--- src/fpoc_pkg.sv ---
// Constants shared by the fixed-point output cast stage.
`default_nettype none
package fpoc_pkg;

   // ---------------------------------------------------------------
   // Number formats
   // ---------------------------------------------------------------
   // Full-precision input word, two's complement.
   localparam int IN_W       = 24;
   localparam int IN_FRAC    = 12;
   // User-defined output format.
   localparam int OUT_W      = 12;
   localparam int OUT_FRAC   = 6;
   localparam bit OUT_SIGNED = 1'b1;
   // Register stages after the cast, in sample periods.
   localparam int LATENCY    = 2;

   // Fraction bits dropped by the cast, and the width of the quotient
   // with one spare bit so that a rounding carry never overflows it.
   localparam int SHIFT = IN_FRAC - OUT_FRAC;
   localparam int Q_W   = IN_W - SHIFT + 1;

   // Weight of one half output LSB inside the dropped bits.
   localparam logic [SHIFT-1:0] RND_HALF = SHIFT'(1 << (SHIFT - 1));

   // Representable range of the output, on the quotient's scale.
   localparam logic signed [Q_W-1:0] OUT_MAX = OUT_SIGNED ?
      Q_W'((64'sd1 <<< (OUT_W - 1)) - 64'sd1) :
      Q_W'((64'sd1 <<< OUT_W) - 64'sd1);
   localparam logic signed [Q_W-1:0] OUT_MIN = OUT_SIGNED ?
      Q_W'(-(64'sd1 <<< (OUT_W - 1))) : Q_W'(0);

   // ---------------------------------------------------------------
   // Register map
   // ---------------------------------------------------------------
   localparam int          ADDR_W    = 4;
   localparam int          DATA_W    = 32;
   localparam int          COUNT_W   = 32;
   localparam logic [3:0]  OFF_CTRL  = 4'h0;
   localparam logic [3:0]  OFF_STAT  = 4'h4;
   localparam logic [3:0]  OFF_COUNT = 4'h8;
   localparam logic [3:0]  OFF_FMT   = 4'hC;

   // Control bits and their value after reset (full precision).
   localparam int         CTRL_W       = 3;
   localparam int         CTRL_USER    = 0;
   localparam int         CTRL_SAT     = 1;
   localparam int         CTRL_RND     = 2;
   localparam logic [2:0] CTRL_RESET   = 3'h0;

   // Sticky status bits, written one to clear.
   localparam int STAT_OVF  = 0;
   localparam int STAT_QERR = 1;

   // Read-only format word fields.
   localparam int FMT_W_POS    = 0;
   localparam int FMT_FRAC_POS = 8;
   localparam int FMT_LAT_POS  = 16;
   localparam int FMT_SGN_POS  = 24;

   localparam logic [1:0] RESP_OKAY   = 2'h0;
   localparam logic [1:0] RESP_SLVERR = 2'h2;

endpackage : fpoc_pkg
`default_nettype wire

--- src/fpoc_cast.sv ---
// Fixed-point output cast with latency chain and AXI4-Lite control.
//
// The AXI4-Lite slave port and the placing of the registers were left to the implementer.
`timescale 1ns/1ps
`default_nettype none
module fpoc_cast
   import fpoc_pkg::*;
(
   input  wire logic              clk,
   input  wire logic              sys_rst,
   input  wire logic              ce,
   input  wire logic              sample_en,
   input  wire logic [IN_W-1:0]   in_data,
   input  wire logic              in_valid,
   output logic      [IN_W-1:0]   out_data,
   output logic                   out_valid,
   input  wire logic [ADDR_W-1:0] s_axi_awaddr,
   input  wire logic              s_axi_awvalid,
   output logic                   s_axi_awready,
   input  wire logic [DATA_W-1:0] s_axi_wdata,
   input  wire logic [3:0]        s_axi_wstrb,
   input  wire logic              s_axi_wvalid,
   output logic                   s_axi_wready,
   output logic      [1:0]        s_axi_bresp,
   output logic                   s_axi_bvalid,
   input  wire logic              s_axi_bready,
   input  wire logic [ADDR_W-1:0] s_axi_araddr,
   input  wire logic              s_axi_arvalid,
   output logic                   s_axi_arready,
   output logic      [DATA_W-1:0] s_axi_rdata,
   output logic      [1:0]        s_axi_rresp,
   output logic                   s_axi_rvalid,
   input  wire logic              s_axi_rready
);

   // ---------------------------------------------------------------
   // Build-time checks
   // ---------------------------------------------------------------
   // A bad format stops elaboration rather than producing a cast
   // whose range constants silently overflow.
   // The second check also keeps the quotient wider than the output,
   // which the range test needs in order to see an overflow at all.
   generate
      if (OUT_FRAC < 0 || OUT_FRAC > OUT_W)
      begin : g_bad_frac
         $error("Output fraction width out of range.");
      end
      if (SHIFT < 1 || Q_W <= OUT_W + 1)
      begin : g_bad_shift
         $error("Output format must drop fraction bits.");
      end
      if (LATENCY < 1)
      begin : g_bad_lat
         $error("Latency must be at least one sample.");
      end
   endgenerate

   // ---------------------------------------------------------------
   // State
   // ---------------------------------------------------------------
   // Software sees four words, each on a 32-bit boundary:
   //   CTRL  read/write: user precision, saturate and round enables.
   //   STAT  write one to clear: overflow and quantisation-loss flags.
   //   COUNT samples taken; any write with a byte strobe set clears it.
   //   FMT   read-only: output width, fraction width, latency, sign.
   // A control change applies to the next sample that is taken; words
   // already in the chain keep the format they were cast with.
   // All register and bus state of this module, bus slots included, lives in one struct so that the
   // clock enable freezes the block as a whole.
   typedef struct packed {
      logic [CTRL_W-1:0]  ctrl;
      logic               ovf;
      logic               qerr;
      logic [COUNT_W-1:0] cnt;
      logic               aw_full;
      logic [ADDR_W-1:0]  aw_addr;
      logic               w_full;
      logic [DATA_W-1:0]  w_data;
      logic [3:0]         w_strb;
      logic               bvalid;
      logic [1:0]         bresp;
      logic               rvalid;
      logic [DATA_W-1:0]  rdata;
      logic [1:0]         rresp;
   } fpoc_regs_s;

   fpoc_regs_s regs_q;
   fpoc_regs_s regs_d;

   // ---------------------------------------------------------------
   // Cast datapath
   // ---------------------------------------------------------------
   // The input is full precision by construction, so only the output
   // side needs range and rounding work. The output type is fixed at
   // build time; a signed build extends the result with its sign bit,
   // an unsigned one with zeros.
   // Limitation: the cast only ever drops fraction bits. A format that
   // would add fraction bits is refused by the checks above rather
   // than padded with zeros here.
   logic signed [Q_W-1:0] floor_v;
   logic signed [Q_W-1:0] quot_v;
   logic [SHIFT-1:0]      rem_v;
   logic                  neg_v;
   logic                  up_v;
   logic                  over_v;
   logic                  under_v;
   logic [OUT_W-1:0]      res_v;
   logic [IN_W-1:0]       cast_v;
   logic                  user_v;

   assign user_v = regs_q.ctrl[CTRL_USER];

   // The quotient is the input scaled to output LSBs, rounded toward
   // minus infinity by the arithmetic shift; one spare top bit keeps
   // the rounding carry from wrapping before the range test.
   always_comb
   begin
      neg_v   = in_data[IN_W-1];
      floor_v = {neg_v, in_data[IN_W-1:SHIFT]};
      rem_v   = in_data[SHIFT-1:0];
      // Above half always rounds up; exactly half rounds up only for
      // positive values, since floor already moved negatives away
      // from zero.
      up_v    = rem_v[SHIFT-1] & (~neg_v | (rem_v != RND_HALF));
      if (regs_q.ctrl[CTRL_RND] && up_v)
         quot_v = floor_v + Q_W'(1);
      else
         quot_v = floor_v;
      // Both bounds are compared on the quotient's signed scale, so a
      // rounding carry past the top is still caught as overflow.
      over_v  = quot_v > OUT_MAX;
      under_v = quot_v < OUT_MIN;
      if (regs_q.ctrl[CTRL_SAT] && over_v)
         res_v = OUT_MAX[OUT_W-1:0];
      else if (regs_q.ctrl[CTRL_SAT] && under_v)
         res_v = OUT_MIN[OUT_W-1:0];
      else
         res_v = quot_v[OUT_W-1:0];
      // Narrow results sit in the low bits of the wide output port,
      // extended according to the output type.
      if (user_v)
         cast_v = {{(IN_W - OUT_W){OUT_SIGNED & res_v[OUT_W-1]}},
                   res_v};
      else
         cast_v = in_data;
   end

   // ---------------------------------------------------------------
   // Latency chain
   // ---------------------------------------------------------------
   // Index zero is the combinational cast, index LATENCY the output
   // register. Invalid words travel the chain like valid ones, so a
   // gap in the input stream shows up as a gap at the output,
   // LATENCY sample periods later.
   logic [IN_W-1:0] chain_data [0:LATENCY];
   logic            chain_vld  [0:LATENCY];

   assign chain_data[0] = cast_v;
   assign chain_vld[0]  = in_valid;

   // Each stage holds one sample; all move on the same sample enable
   // so a word and its valid bit never part.
   generate
      for (genvar i = 0; i < LATENCY; i++)
      begin : g_chain
         fpoc_dly_stage u_stage (
            .clk       (clk),
            .sys_rst   (sys_rst),
            .ce        (ce),
            .adv       (sample_en),
            .in_data   (chain_data[i]),
            .in_valid  (chain_vld[i]),
            .out_data  (chain_data[i+1]),
            .out_valid (chain_vld[i+1])
         );
      end
   endgenerate

   assign out_data  = chain_data[LATENCY];
   assign out_valid = chain_vld[LATENCY];

   // ---------------------------------------------------------------
   // Register bus
   // ---------------------------------------------------------------
   // Timing seen from the master: address and data are taken on the
   // first edge that offers them, the register is written one cycle
   // after both are held, and bvalid stands from then until bready.
   // A read answers one cycle after its address is taken. No slot or
   // flag moves while the clock enable is low, yet the ready outputs
   // are not gated by it, so a handshake made while frozen is lost.
   // Address and data are each caught in a holding slot, so the
   // master may offer them in either order; no new write is taken
   // while a response waits.
   assign s_axi_awready = ~regs_q.aw_full & ~regs_q.bvalid;
   assign s_axi_wready  = ~regs_q.w_full & ~regs_q.bvalid;
   assign s_axi_arready = ~regs_q.rvalid;
   assign s_axi_bvalid  = regs_q.bvalid;
   assign s_axi_bresp   = regs_q.bresp;
   assign s_axi_rvalid  = regs_q.rvalid;
   assign s_axi_rdata   = regs_q.rdata;
   assign s_axi_rresp   = regs_q.rresp;

   logic [ADDR_W-1:0] wr_word;
   logic [ADDR_W-1:0] rd_word;
   logic              do_write;
   logic              take_smp;

   // The two low address bits are ignored, so an unaligned address
   // reaches the word that contains it. With four address bits every
   // word is mapped; the error answer only guards a wider map.
   assign wr_word  = {regs_q.aw_addr[ADDR_W-1:2], 2'b00};
   assign rd_word  = {s_axi_araddr[ADDR_W-1:2], 2'b00};
   assign do_write = regs_q.aw_full & regs_q.w_full & ~regs_q.bvalid;
   assign take_smp = sample_en & in_valid;

   // Next state of the control registers, flags and bus slave.
   always_comb
   begin
      regs_d = regs_q;

      // Capture the two write channels independently.
      if (s_axi_awvalid && s_axi_awready)
      begin
         regs_d.aw_full = 1'b1;
         regs_d.aw_addr = s_axi_awaddr;
      end
      if (s_axi_wvalid && s_axi_wready)
      begin
         regs_d.w_full = 1'b1;
         regs_d.w_data = s_axi_wdata;
         regs_d.w_strb = s_axi_wstrb;
      end
      if (regs_q.bvalid && s_axi_bready)
         regs_d.bvalid = 1'b0;

      // Perform the write once both halves are held.
      if (do_write)
      begin
         regs_d.aw_full = 1'b0;
         regs_d.w_full  = 1'b0;
         regs_d.bvalid  = 1'b1;
         regs_d.bresp   = RESP_OKAY;
         case (wr_word)
            OFF_CTRL:
               if (regs_q.w_strb[0])
                  regs_d.ctrl = regs_q.w_data[CTRL_W-1:0];
            OFF_STAT:
               if (regs_q.w_strb[0])
               begin
                  if (regs_q.w_data[STAT_OVF])
                     regs_d.ovf = 1'b0;
                  if (regs_q.w_data[STAT_QERR])
                     regs_d.qerr = 1'b0;
               end
            OFF_COUNT:
               if (|regs_q.w_strb)
                  regs_d.cnt = '0;
            OFF_FMT:
               regs_d.bresp = RESP_OKAY;
            default:
               regs_d.bresp = RESP_SLVERR;
         endcase
      end

      // Events are applied after the clears, so an event in the
      // clearing cycle keeps its flag set.
      if (take_smp && user_v)
      begin
         if (over_v || under_v)
            regs_d.ovf = 1'b1;
         if (rem_v != '0)
            regs_d.qerr = 1'b1;
      end
      // The count wraps silently after its top value; software that
      // needs long totals must read it often enough.
      if (take_smp)
         regs_d.cnt = regs_d.cnt + COUNT_W'(1);

      // Read channel: one answer at a time, data from a flip-flop.
      // Unused bits of a read word are zero.
      if (regs_q.rvalid && s_axi_rready)
         regs_d.rvalid = 1'b0;
      if (s_axi_arvalid && s_axi_arready)
      begin
         regs_d.rvalid = 1'b1;
         regs_d.rresp  = RESP_OKAY;
         regs_d.rdata  = '0;
         case (rd_word)
            OFF_CTRL:
               regs_d.rdata[CTRL_W-1:0] = regs_q.ctrl;
            OFF_STAT:
            begin
               regs_d.rdata[STAT_OVF]  = regs_q.ovf;
               regs_d.rdata[STAT_QERR] = regs_q.qerr;
            end
            OFF_COUNT:
               regs_d.rdata = regs_q.cnt;
            OFF_FMT:
            begin
               regs_d.rdata[FMT_W_POS +: 8]    = 8'(OUT_W);
               regs_d.rdata[FMT_FRAC_POS +: 8] = 8'(OUT_FRAC);
               regs_d.rdata[FMT_LAT_POS +: 8]  = 8'(LATENCY);
               regs_d.rdata[FMT_SGN_POS]       = OUT_SIGNED;
            end
            default:
               regs_d.rresp = RESP_SLVERR;
         endcase
      end
   end

   // ---------------------------------------------------------------
   // State register
   // ---------------------------------------------------------------
   // Reset selects full precision, so a block that software never
   // touches behaves as an exact pass-through with latency.
   // The clock enable gates every flip-flop here, so nothing, not even
   // a pending bus answer, moves while it is low.
   always_ff @(posedge clk or posedge sys_rst)
   begin
      if (sys_rst)
      begin
         regs_q      <= '0;
         regs_q.ctrl <= CTRL_RESET;
      end
      else if (ce)
         regs_q <= regs_d;
   end

endmodule : fpoc_cast
`default_nettype wire

--- src/fpoc_dly_stage.sv ---
// One register stage of the output latency chain, data with valid.
`timescale 1ns/1ps
`default_nettype none
module fpoc_dly_stage
   import fpoc_pkg::*;
(
   input  wire logic            clk,
   input  wire logic            sys_rst,
   input  wire logic            ce,
   input  wire logic            adv,
   input  wire logic [IN_W-1:0] in_data,
   input  wire logic            in_valid,
   output logic      [IN_W-1:0] out_data,
   output logic                 out_valid
);

   typedef struct packed {
      logic [IN_W-1:0] data;
      logic            valid;
   } fpoc_stage_s;

   fpoc_stage_s stage_q;
   fpoc_stage_s stage_d;

   // The stage moves only once per sample period, so an overclocked
   // design still sees the latency in samples, not in clocks.
   always_comb
   begin
      stage_d = stage_q;
      if (adv)
      begin
         stage_d.data  = in_data;
         stage_d.valid = in_valid;
      end
   end

   // Clock enable low freezes the stage.
   always_ff @(posedge clk or posedge sys_rst)
   begin
      if (sys_rst)
         stage_q <= '0;
      else if (ce)
         stage_q <= stage_d;
   end

   assign out_data  = stage_q.data;
   assign out_valid = stage_q.valid;

endmodule : fpoc_dly_stage
`default_nettype wire

--- config.mk ---
export PLATFORM = sky130hd
export DESIGN_NAME = fpoc_cast
export DESIGN_NICKNAME = d
export VERILOG_FILES = /design/src/fpoc_pkg.sv /design/src/fpoc_cast.sv /design/src/fpoc_dly_stage.sv
export SDC_FILE = /design/constraint.sdc
export NUM_CORES = 1
export LEC_CHECK = 0
export BUFFER_PORTS_ARGS = -buffer_cell sky130_fd_sc_hd__buf_2
export CAP_MARGIN = 10
export CORE_ASPECT_RATIO = 0.9
export CORE_UTILIZATION = 49
export CTS_CLUSTER_DIAMETER = 50
export DETAILED_ROUTE_END_ITERATION = 16
export PLACE_DENSITY = 0.76
export SLEW_MARGIN = 5
export SYNTH_ARGS = -nofsm -noshare
export SYNTH_HDL_FRONTEND = slang
export SYNTH_SLANG_ARGS = --single-unit
--- constraint.sdc ---
create_clock -name clk -period 5.1 [get_ports clk]
set_input_delay 0.255 -clock clk [delete_from_list [all_inputs] [get_ports clk]]
set_output_delay 0.255 -clock clk [all_outputs]
set_load 0.02 [all_outputs]
==> qor.yml, run 1 <==
dp_hpwl_um: 9764
crit_required_ns: 5.40
total_power_mw: 3.439
io_pins: 144
hold_path_class: "input port to register"
place_congestion: 0.8485
finalSetupViolCount: 0
cts.sinks: 134
grt_overflow: 0
drt_pass1_iterations: 4
grt_pass1_wl_um: 23810
ir_worst_vdd_v: 0.0003440
crit_path_top_delay_cell: "nor4_2"
worst_slew_pin_slew_ns: 1.054
synth_area_per_cell_um2: 9.091
die_h_um: 113.5
die_area_mm2: 0.01430
critPathArrivalTime_ns: 3.63
netlist_area_mm2: 0.006773
final_antenna_net_count: 0
max_freq_mhz: 300.4
p_leak_nw: 3.525
p_per_area_mw_per_mm2: 453.8
finalNonFillerCells: 965
area_growth_pct: 11.90
worstSetupPathType: "register to register"
outcome: "completed"
tritoncts: "done"
placementRows: 40
syn-instance-count: 745
rsz0062_at_grt: "false"
max_cap_violations: 0
synth-simple-area-share_pct: 21.61
synth_fa_ha_area_share_pct: 0.3695
fin_setup_tns_ns: 0
drive_gt1_share_pct: 22.33
synth_warnings: 0
ys_ff_latch: 134
cpMostUsedCell: "nand3_1"
hold_buffers: 0
grt_pass1_vias: 4753
cts_resized: 0
n_antenna_cell: 0
antenna_found_initial: 0
io_buffers: 108
drc: 0
wl_um: 14430
vias_per_cell: 5.349
grt_max_degree: 85
slew_headroom_pct: 29.75
core_mm2: 0.01341
critPathBufInv: 0
die_x_um: 125.9
yosysUniqueCellTypes: 54
path_max_fanout: 17
track_usage_pct: 21.23
ctsHtreeMaxLevel: 4
hold_viol_final: 0
period_minus_slack_ns: 3.329
endpoint_kind: "register"
synthXorXnorAreaFrac_pct: 4.009
worst-r2r-cell-count: 10
path_delay_family: "simple AND/OR/NAND/NOR gates"
whs_path_depth: 2
synth_edf_count: 0
ys_async_sr_fraction_pct: 100.0
initial_core_util_pct: 50.49
worst-path-stages: 10
slew_viol_final: 0
finClkSkew_ns: 0.01017
nets: 864
path_clk_slew_ns: 0.06
synth_top_family_by_area: "simple AND/OR/NAND/NOR gates"
synth_ff_type: "dfrtp_1"
synth_seq_area_share_pct: 49.51
hold_slack_ns: 0.06153
cts_root_buffer: "clkbuf_16"
drt_iter0_markers: 302
wl_per_cell_um: 14.95
numCtsBuffers: 17
vias: 5162
critPathMaxStageDelay_ns: 0.61
post_cts_buffers: 0
synth_compound_area_share_pct: 12.38
clock_latency_ns: 0.43
period_share_pct: 65.27
crit_path_cell_trace: "or4_1, nand3_1, and2_1, ha_1, and3_1, nand3_1, nor4_2, nand2_1, a21oi_1, mux2i_1"
start_kind: "register"
muxShareOfSynthArea_pct: 2.882
max-clock-path-buffers: 2
placed_cells: 933
-- metal layers --
metal,vias up,global-route usage [%],wire length (um)
li1,2547,-,-
met1,2469,30.72,7167
met2,123,30.68,6395
met3,23,5.441,607
met4,0,8.032,257
met5,-,0,0
-- cell usage after synthesis, drive strengths merged, types with 2 or more instances --
| library cell | n | share of area [%] |
|---|---|---|
| a211o | 2 | 0.26 |
| a21o | 3 | 0.33 |
| a21oi | 43 | 3.2 |
| a22o | 2 | 0.26 |
| and2 | 7 | 0.65 |
| and3 | 11 | 1.0 |
| and4 | 6 | 0.78 |
| buf | 66 | 7.1 |
| clkbuf | 28 | 1.6 |
| dfrtp | 134 | 50 |
| ha | 2 | 0.37 |
| inv | 9 | 0.50 |
| mux2 | 12 | 2.0 |
| mux2i | 6 | 0.89 |
| nand2 | 189 | 10 |
| nand3 | 26 | 1.9 |
| nand4 | 12 | 1.2 |
| nor2 | 30 | 1.7 |
| nor2b | 7 | 0.65 |
| nor3 | 5 | 0.37 |
| nor4 | 3 | 0.81 |
| o211ai | 2 | 0.22 |
| o21ai | 66 | 5.4 |
| o22ai | 3 | 0.28 |
| o311ai | 5 | 0.65 |
| o31a | 2 | 0.26 |
| o31ai | 5 | 0.63 |
| or3 | 13 | 1.2 |
| or4 | 2 | 0.22 |
| xnor2 | 11 | 1.4 |
| xor2 | 20 | 2.6 |
-- state kept, by name, summed over array words and instances (netlist names) --
signal,flops
regs_q,48
s_axi_rdata,32
s_axi_rvalid,1
g_chain.u_stage.out_data,48
s_axi_rresp,1
s_axi_bresp,1
g_chain.u_stage.out_valid,2
s_axi_bvalid,1
-- cells in the final DEF, fill, tap and decap left out, drive strengths merged, types with 3 or more instances in the layout --
cell    synthesis  final
a21o            3      3
a21oi          43     43
and2            7      7
and3           11     11
and4            6      6
buf            66    113
clkbuf         28     19
clkinv          0      5
dfrtp         134    134
inv             9     13
mux2           12     12
mux2i           6      6
nand2         189    189
nand3          26     26
nand4          12     12
nor2           30     30
nor2b           7      7
nor3            5      5
nor4            3      3
o21ai          66     66
o22ai           3      3
o311ai          5      5
o31ai           5      5
or3            13     13
xnor2          11     11
xor2           20     20
-- worst register-to-register path, delay by kind of cell (launching register included) --
kind	cells	cell delay [ns]
AO/OA/AOI/OAI	1	0.17
adder cells (fa/ha/maj)	1	0.13
flip-flops	1	0.39
multiplexers	1	0.09
AND/OR/NAND/NOR	7	2.42
-- logic make-up (layout without fill, tap and decap cells) --
| logic type | count (synthesis) | in the layout |
|---|---|---|
| compound gates | 140 | 140 |
| xor+xnor | 31 | 31 |
| mux | 18 | 18 |
| simple gates | 316 | 316 |
| other cells | 1 | 2 |
| flops | 134 | 134 |
| fa+ha+maj | 2 | 2 |
| buf+inv | 103 | 154 |
-- final timing paths --
check,startpoint,to,slack (ns)
hold reg to reg,g_chain[0].u_stage.out_data[7],g_chain[1].u_stage.out_data[7],0.46
min in group asynchronous,sys_rst,s_axi_rdata[2],0.07
max in group asynchronous,sys_rst,regs_q[105],3.83
hold / removal,s_axi_wstrb[3],regs_q[41],0.06
setup / recovery,regs_q[38],regs_q[106],1.77
setup reg to reg,regs_q[38],regs_q[106],1.77
-- where the power goes --
| group | switching [mW] | internal [mW] |
|---|---|---|
| combinational | 0.469 | 0.279 |
| sequential | 0.173 | 1.30 |
| clock | 0.484 | 0.738 |
-- area by class of cell --
| cell class | count | area [um^2] |
|---|---|---|
| clock inverters | 13 | 146.4 |
| inverters | 9 | 36.28 |
| clock buffers | 19 | 442.9 |
| flip-flops and latches | 134 | 3353 |
| well taps | 168 | 210.2 |
| multi-input cells | 509 | 2811 |
| fillers | 1185 | 5834 |
| repair buffers | 113 | 578.1 |
-- through the flow --
stage | area, um^2 | setup slack [ns] | util [%]
after floorplan | 6777 | 1.262 | -
after global placement | 6989 | 1.863 | 52.11
after detailed placement | 6989 | 1.837 | 52.11
after CTS | 7579 | 1.764 | 56.50
after global routing | 7579 | 1.480 | 56.50
final | 7579 | 1.771 | 56.50
No activity file was read; power rests on OpenSTA's default activity.
==> run 2: changes to the inputs <==
==> constraint.sdc (replaced) <==
create_clock -name clk -period 3.3 [get_ports clk]
set_input_delay 0.165 -clock clk [delete_from_list [all_inputs] [get_ports clk]]
set_output_delay 0.165 -clock clk [all_outputs]
set_load 0.02 [all_outputs]
==> qor.yml, run 2 (same netlist as run 1, synthesis figures left out) <==
outcome: "completed"
hold_path_class: "input port to register"
finalNonFillerCells: 977
final_common_cell: "nand2_1"
grt_use_met1_pct: 31.29
grt_max_degree: 135
track_usage_pct: 21.59
nets: 878
period_share_pct: 88.83
io_buffers: 108
n_antenna_cell: 0
die_x_um: 125.9
fin_setup_tns_ns: 0
wl_um: 14550
comb_power_share_pct: 22.5
p_sw_mw: 1.690
worstSetupPathType: "register to register"
fin_util_pct: 57.43
tritoncts: "done"
wl_per_cell_um: 14.89
finClkSkew_ns: 0.02065
die_h_um: 113.5
slew_viol_final: 0
grt_overflow: 0
final_antenna_net_count: 0
endpoint_kind: "register"
numCtsBuffers: 17
worst_slew_pin_slew_ns: 0.7949
period_minus_slack_ns: 2.931
crit_required_ns: 3.60
rsz0062_at_grt: "false"
die_area_mm2: 0.01430
clkPwrFrac_pct: 34.4
p_leak_nw: 3.581
clock_latency_ns: 0.42
vias_per_cell: 5.290
use_met2_pct: 32.19
initial_core_util_pct: 50.49
area_growth_pct: 13.73
intPower_mw: 3.559
io_pins: 144
hold_slack_ns: 0.02050
core_mm2: 0.01341
ir_worst_vdd_v: 0.0004450
max_cap_violations: 0
drt_iter0_markers: 506
slew_headroom_pct: 46.88
p_seq_share_pct: 43.1
place_congestion: 0.8396
hold_viol_final: 0
busiest_layer: "met2"
vias: 5168
sw_frac_of_total_pct: 32.20
dp_hpwl_um: 9545
final_cell_mix: "nand2_1 (188), dfrtp_1 (134), buf_2 (108)"
cts_root_buffer: "clkbuf_16"
max-clock-path-buffers: 2
finalSetupViolCount: 0
drive_gt1_share_pct: 22.00
grt_pass1_wl_um: 24130
cts.sinks: 134
p_per_area_mw_per_mm2: 681.5
critPathArrivalTime_ns: 3.23
drt_pass1_iterations: 5
path_max_fanout: 7
placementRows: 40
path_clk_slew_ns: 0.06
drc: 0
grt_pass1_vias: 4803
antenna_found_initial: 0
max_freq_mhz: 341.1
start_kind: "register"
ctsHtreeMaxLevel: 4
use_met3_pct: 5.159
placed_cells: 936
run 2: cell types whose count changed in the layout (fill, tap and decap cells not counted), sizes merged:
cell,delta
clkinvlp,+3
clkinv,-1
dlygate4sd3,+11
inv,-3
clkbuf,-1
buf,+3
run 2: critical path, stage by stage, from the launching register on:
cell and delay (ns):
dfrtp_1 0.39, or4_1 0.56, nand3_1 0.25, and2_1 0.18, ha_1 0.13, and3_1 0.20, nand3_1 0.22, nor4_4 0.47
nand2_1 0.15, a21oi_1 0.18, mux2i_1 0.08
run 2: timing repair:
item | in CTS | in global routing
resized for setup | 0 | 1
hold buffers | 11 | 0
hold endpoints to repair | 48 | 0
setup buffers | 0 | 0
setup endpoints to repair | 0 | 1
run 2: per-stage QoR:
step	power (mW)	cell area, um^2	setup WS, ns
2_1_floorplan	3.219	6780	0.4568
6_report	5.249	7702	0.3685
4_1_cts	5.295	7694	0.2848
5_1_grt	5.560	7702	0.06985
3_3_place_gp	3.428	7023	0.4375
3_5_place_dp	3.462	7023	0.3375
run 2: metal layers:
layer | wire [um] | share of wire [%] | up-vias
met1 | 7138 | 49 | 2429
li1 | - | - | 2581
met2 | 6677 | 46 | 146
met3 | 616 | 4.2 | 12
met5 | 0 | 0 | -
met4 | 117 | 0.80 | 0
run 2: worst paths after layout:
path / from / to / slack (ns) / cells past startpoint
min reg2reg: g_chain[0].u_stage.out_data[9] / g_chain[1].u_stage.out_data[9] / 0.46 / 2
min: s_axi_bready / s_axi_bvalid / 0.02 / 4
max reg2reg: regs_q[38] / regs_q[106] / 0.37 / 10
max: regs_q[38] / regs_q[106] / 0.37 / 10
min in group asynchronous: sys_rst / s_axi_rdata[4] / 0.49 / 4
max in group asynchronous: sys_rst / g_chain[0].u_stage.out_data[4] / 2.27 / 4
run 2: final cells by class:
class                      count  area [um^2]
fill                        1172         5710
sequential                   134         3353
multi-input combinational    509         2818
timing repair buffer         127        723.2
clock buffer                  18        429.2
tap                          168        210.2
clock inverter                12        131.4
inverter                       9        37.54
run 2: power by group through the flow:
stage               registers, mW  clock network (mW)  logic (mW)
global route                 2.32                1.92        1.32
CTS                          2.27                1.84        1.19
floorplan                    2.21                   0        1.01
detailed placement           2.29                   0        1.17
finish                       2.26                1.80        1.18
global placement             2.28                   0        1.15
==> run 3: changes to the inputs <==
--- a/config.mk
+++ b/config.mk
@@ -11,7 +11,7 @@
 export CORE_UTILIZATION = 49
 export CTS_CLUSTER_DIAMETER = 50
 export DETAILED_ROUTE_END_ITERATION = 16
-export PLACE_DENSITY = 0.76
+export PLACE_DENSITY = 0.79
 export SLEW_MARGIN = 5
 export SYNTH_ARGS = -nofsm -noshare
 export SYNTH_HDL_FRONTEND = slang
==> constraint.sdc (replaced) <==
create_clock -name clk -period 2.5 [get_ports clk]
set_input_delay 0.125 -clock clk [delete_from_list [all_inputs] [get_ports clk]]
set_output_delay 0.125 -clock clk [all_outputs]
set_load 0.02 [all_outputs]
==> qor.yml, run 3 (same netlist as run 1, synthesis figures left out) <==
outcome: "completed"
vias: 5331
numCtsBuffers: 17
clock_latency_ns: 0.42
drt_pass1_iterations: 7
drive_gt1_share_pct: 24.70
intPower_mw: 4.710
cts.sinks: 134
clkPwrFrac_pct: 33.7
grt_pass1_wl_um: 24920
finalSetupViolCount: 0
io_buffers: 108
placementRows: 40
endpoint_kind: "register"
cts_root_buffer: "clkbuf_16"
whs_path_depth: 3
die_x_um: 125.9
post-place-ws_ns: 0.05537
final_cell_mix: "nand2_1 (188), dfrtp_1 (134), buf_2 (108)"
fin_ws_ns: 0.06149
wl_um: 14870
start_kind: "register"
drt_iter0_markers: 403
ctsHtreeMaxLevel: 4
worstSetupPathType: "register to register"
place_congestion: 0.8559
rsz0062_at_grt: "true"
track_usage_pct: 22.19
grt_max_degree: 81
tritoncts: "done"
max_freq_mhz: 410.1
worst-r2r-cell-count: 10
n_antenna_cell: 0
ir_worst_vdd_v: 0.0006566
finClkSkew_ns: 0.008093
slew_viol_final: 0
area_growth_pct: 16.74
p_sw_mw: 2.323
max_cap_violations: 0
antenna_found_initial: 0
path_clk_slew_ns: 0.06
io_pins: 144
die_h_um: 113.5
initial_core_util_pct: 50.49
path_max_fanout: 4
grt_overflow: 0
grt_pass1_vias: 5064
p_seq_share_pct: 42.7
vias_per_cell: 5.342
nets: 897
multi_input_area_mm2: 0.002870
drc: 0
fin_util_pct: 58.95
p_leak_nw: 3.680
p_per_area_mw_per_mm2: 889.5
hold_viol_final: 0
final_antenna_net_count: 0
wl_per_cell_um: 14.90
nFillCells: 1159
period_minus_slack_ns: 2.439
worst_slew_pin_slew_ns: 0.5989
comb_power_share_pct: 23.5
hold_path_class: "input port to register"
die_area_mm2: 0.01430
period_share_pct: 97.54
critPathArrivalTime_ns: 2.75
dp_hpwl_um: 10380
sw_frac_of_total_pct: 33.03
crit_required_ns: 2.81
slew_headroom_pct: 60.07
core_mm2: 0.01341
max-clock-path-buffers: 2
ff_latch_area_mm2: 0.003353
final_common_cell: "nand2_1"
## run 3: changes by cell type in the layout (fill, tap and decap cells not counted), sizes merged
cell,previous run,this run
buf,116,133
dlygate4sd3,11,13
inv,10,12
clkbuf,18,19
bufinv,2,1
## run 3: stage by stage
stage,TNS [ns],hold WS [ns],total power [mW],instance area (um^2),instances
after floorplan,-0.004458,0.2766,4.259,6808,746
after global placement,0,0.1219,4.565,7167,952
after detailed placement,0,0.1225,4.616,7167,952
after CTS,0,0.01557,7.024,7861,997
after global routing,-0.05362,0.04748,7.439,7906,998
final,0,0.02613,7.033,7906,998
## run 3: path summary, 6_finish.rpt
kind,to,slack (ns),from
max,regs_q[104],0.06,regs_q[39]
min reg2reg,g_chain[1].u_stage.out_data[6],0.46,g_chain[0].u_stage.out_data[6]
min in group asynchronous,s_axi_rdata[0],0.22,sys_rst
max in group asynchronous,g_chain[0].u_stage.out_data[5],1.40,sys_rst
min,g_chain[0].u_stage.out_valid,0.03,in_valid
max reg2reg,regs_q[104],0.06,regs_q[39]
## run 3: final cells by class
type | instances | share of cell area (%)
tap | 168 | 2.659
inverter | 9 | 0.4748
sequential | 134 | 42.41
clock buffer | 19 | 5.602
clock inverter | 13 | 1.535
timing repair buffer | 146 | 11.01
multi-input combinational | 509 | 36.30
## run 3: routing by layer
metal	GRT usage, %	wire length, um	vias to the layer above
li1	-	-	2619
met1	31.54	7139	2537
met2	33.48	6801	149
met3	5.206	699	26
met4	7.550	231	0
met5	0	0	-
## run 3: power groups by stage
| stage | sequential (mW) | combinational [mW] | clock, mW |
|---|---|---|---|
| floorplan | 2.92 | 1.33 | 0 |
| global placement | 3.01 | 1.56 | 0 |
| detailed placement | 3.02 | 1.59 | 0 |
| CTS | 2.99 | 1.62 | 2.41 |
| global route | 3.07 | 1.84 | 2.52 |
| finish | 3.01 | 1.66 | 2.37 |
## run 3: what timing repair did
action,in CTS,in global routing
buffers inserted,0,1
setup endpoints to repair,0,17
hold endpoints to repair,26,0
hold buffers,13,0
gates resized for setup,0,7
## run 3: critical path: stages (launching register included)
cell and delay (ns):
dfrtp_1 0.39, or4_4 0.57, nand3_4 0.09, and2_4 0.14
ha_1 0.14, and3_4 0.19, nand3_4 0.10, nor4_4 0.26
buf_4 0.18, nand4_1 0.11, xor2_1 0.15
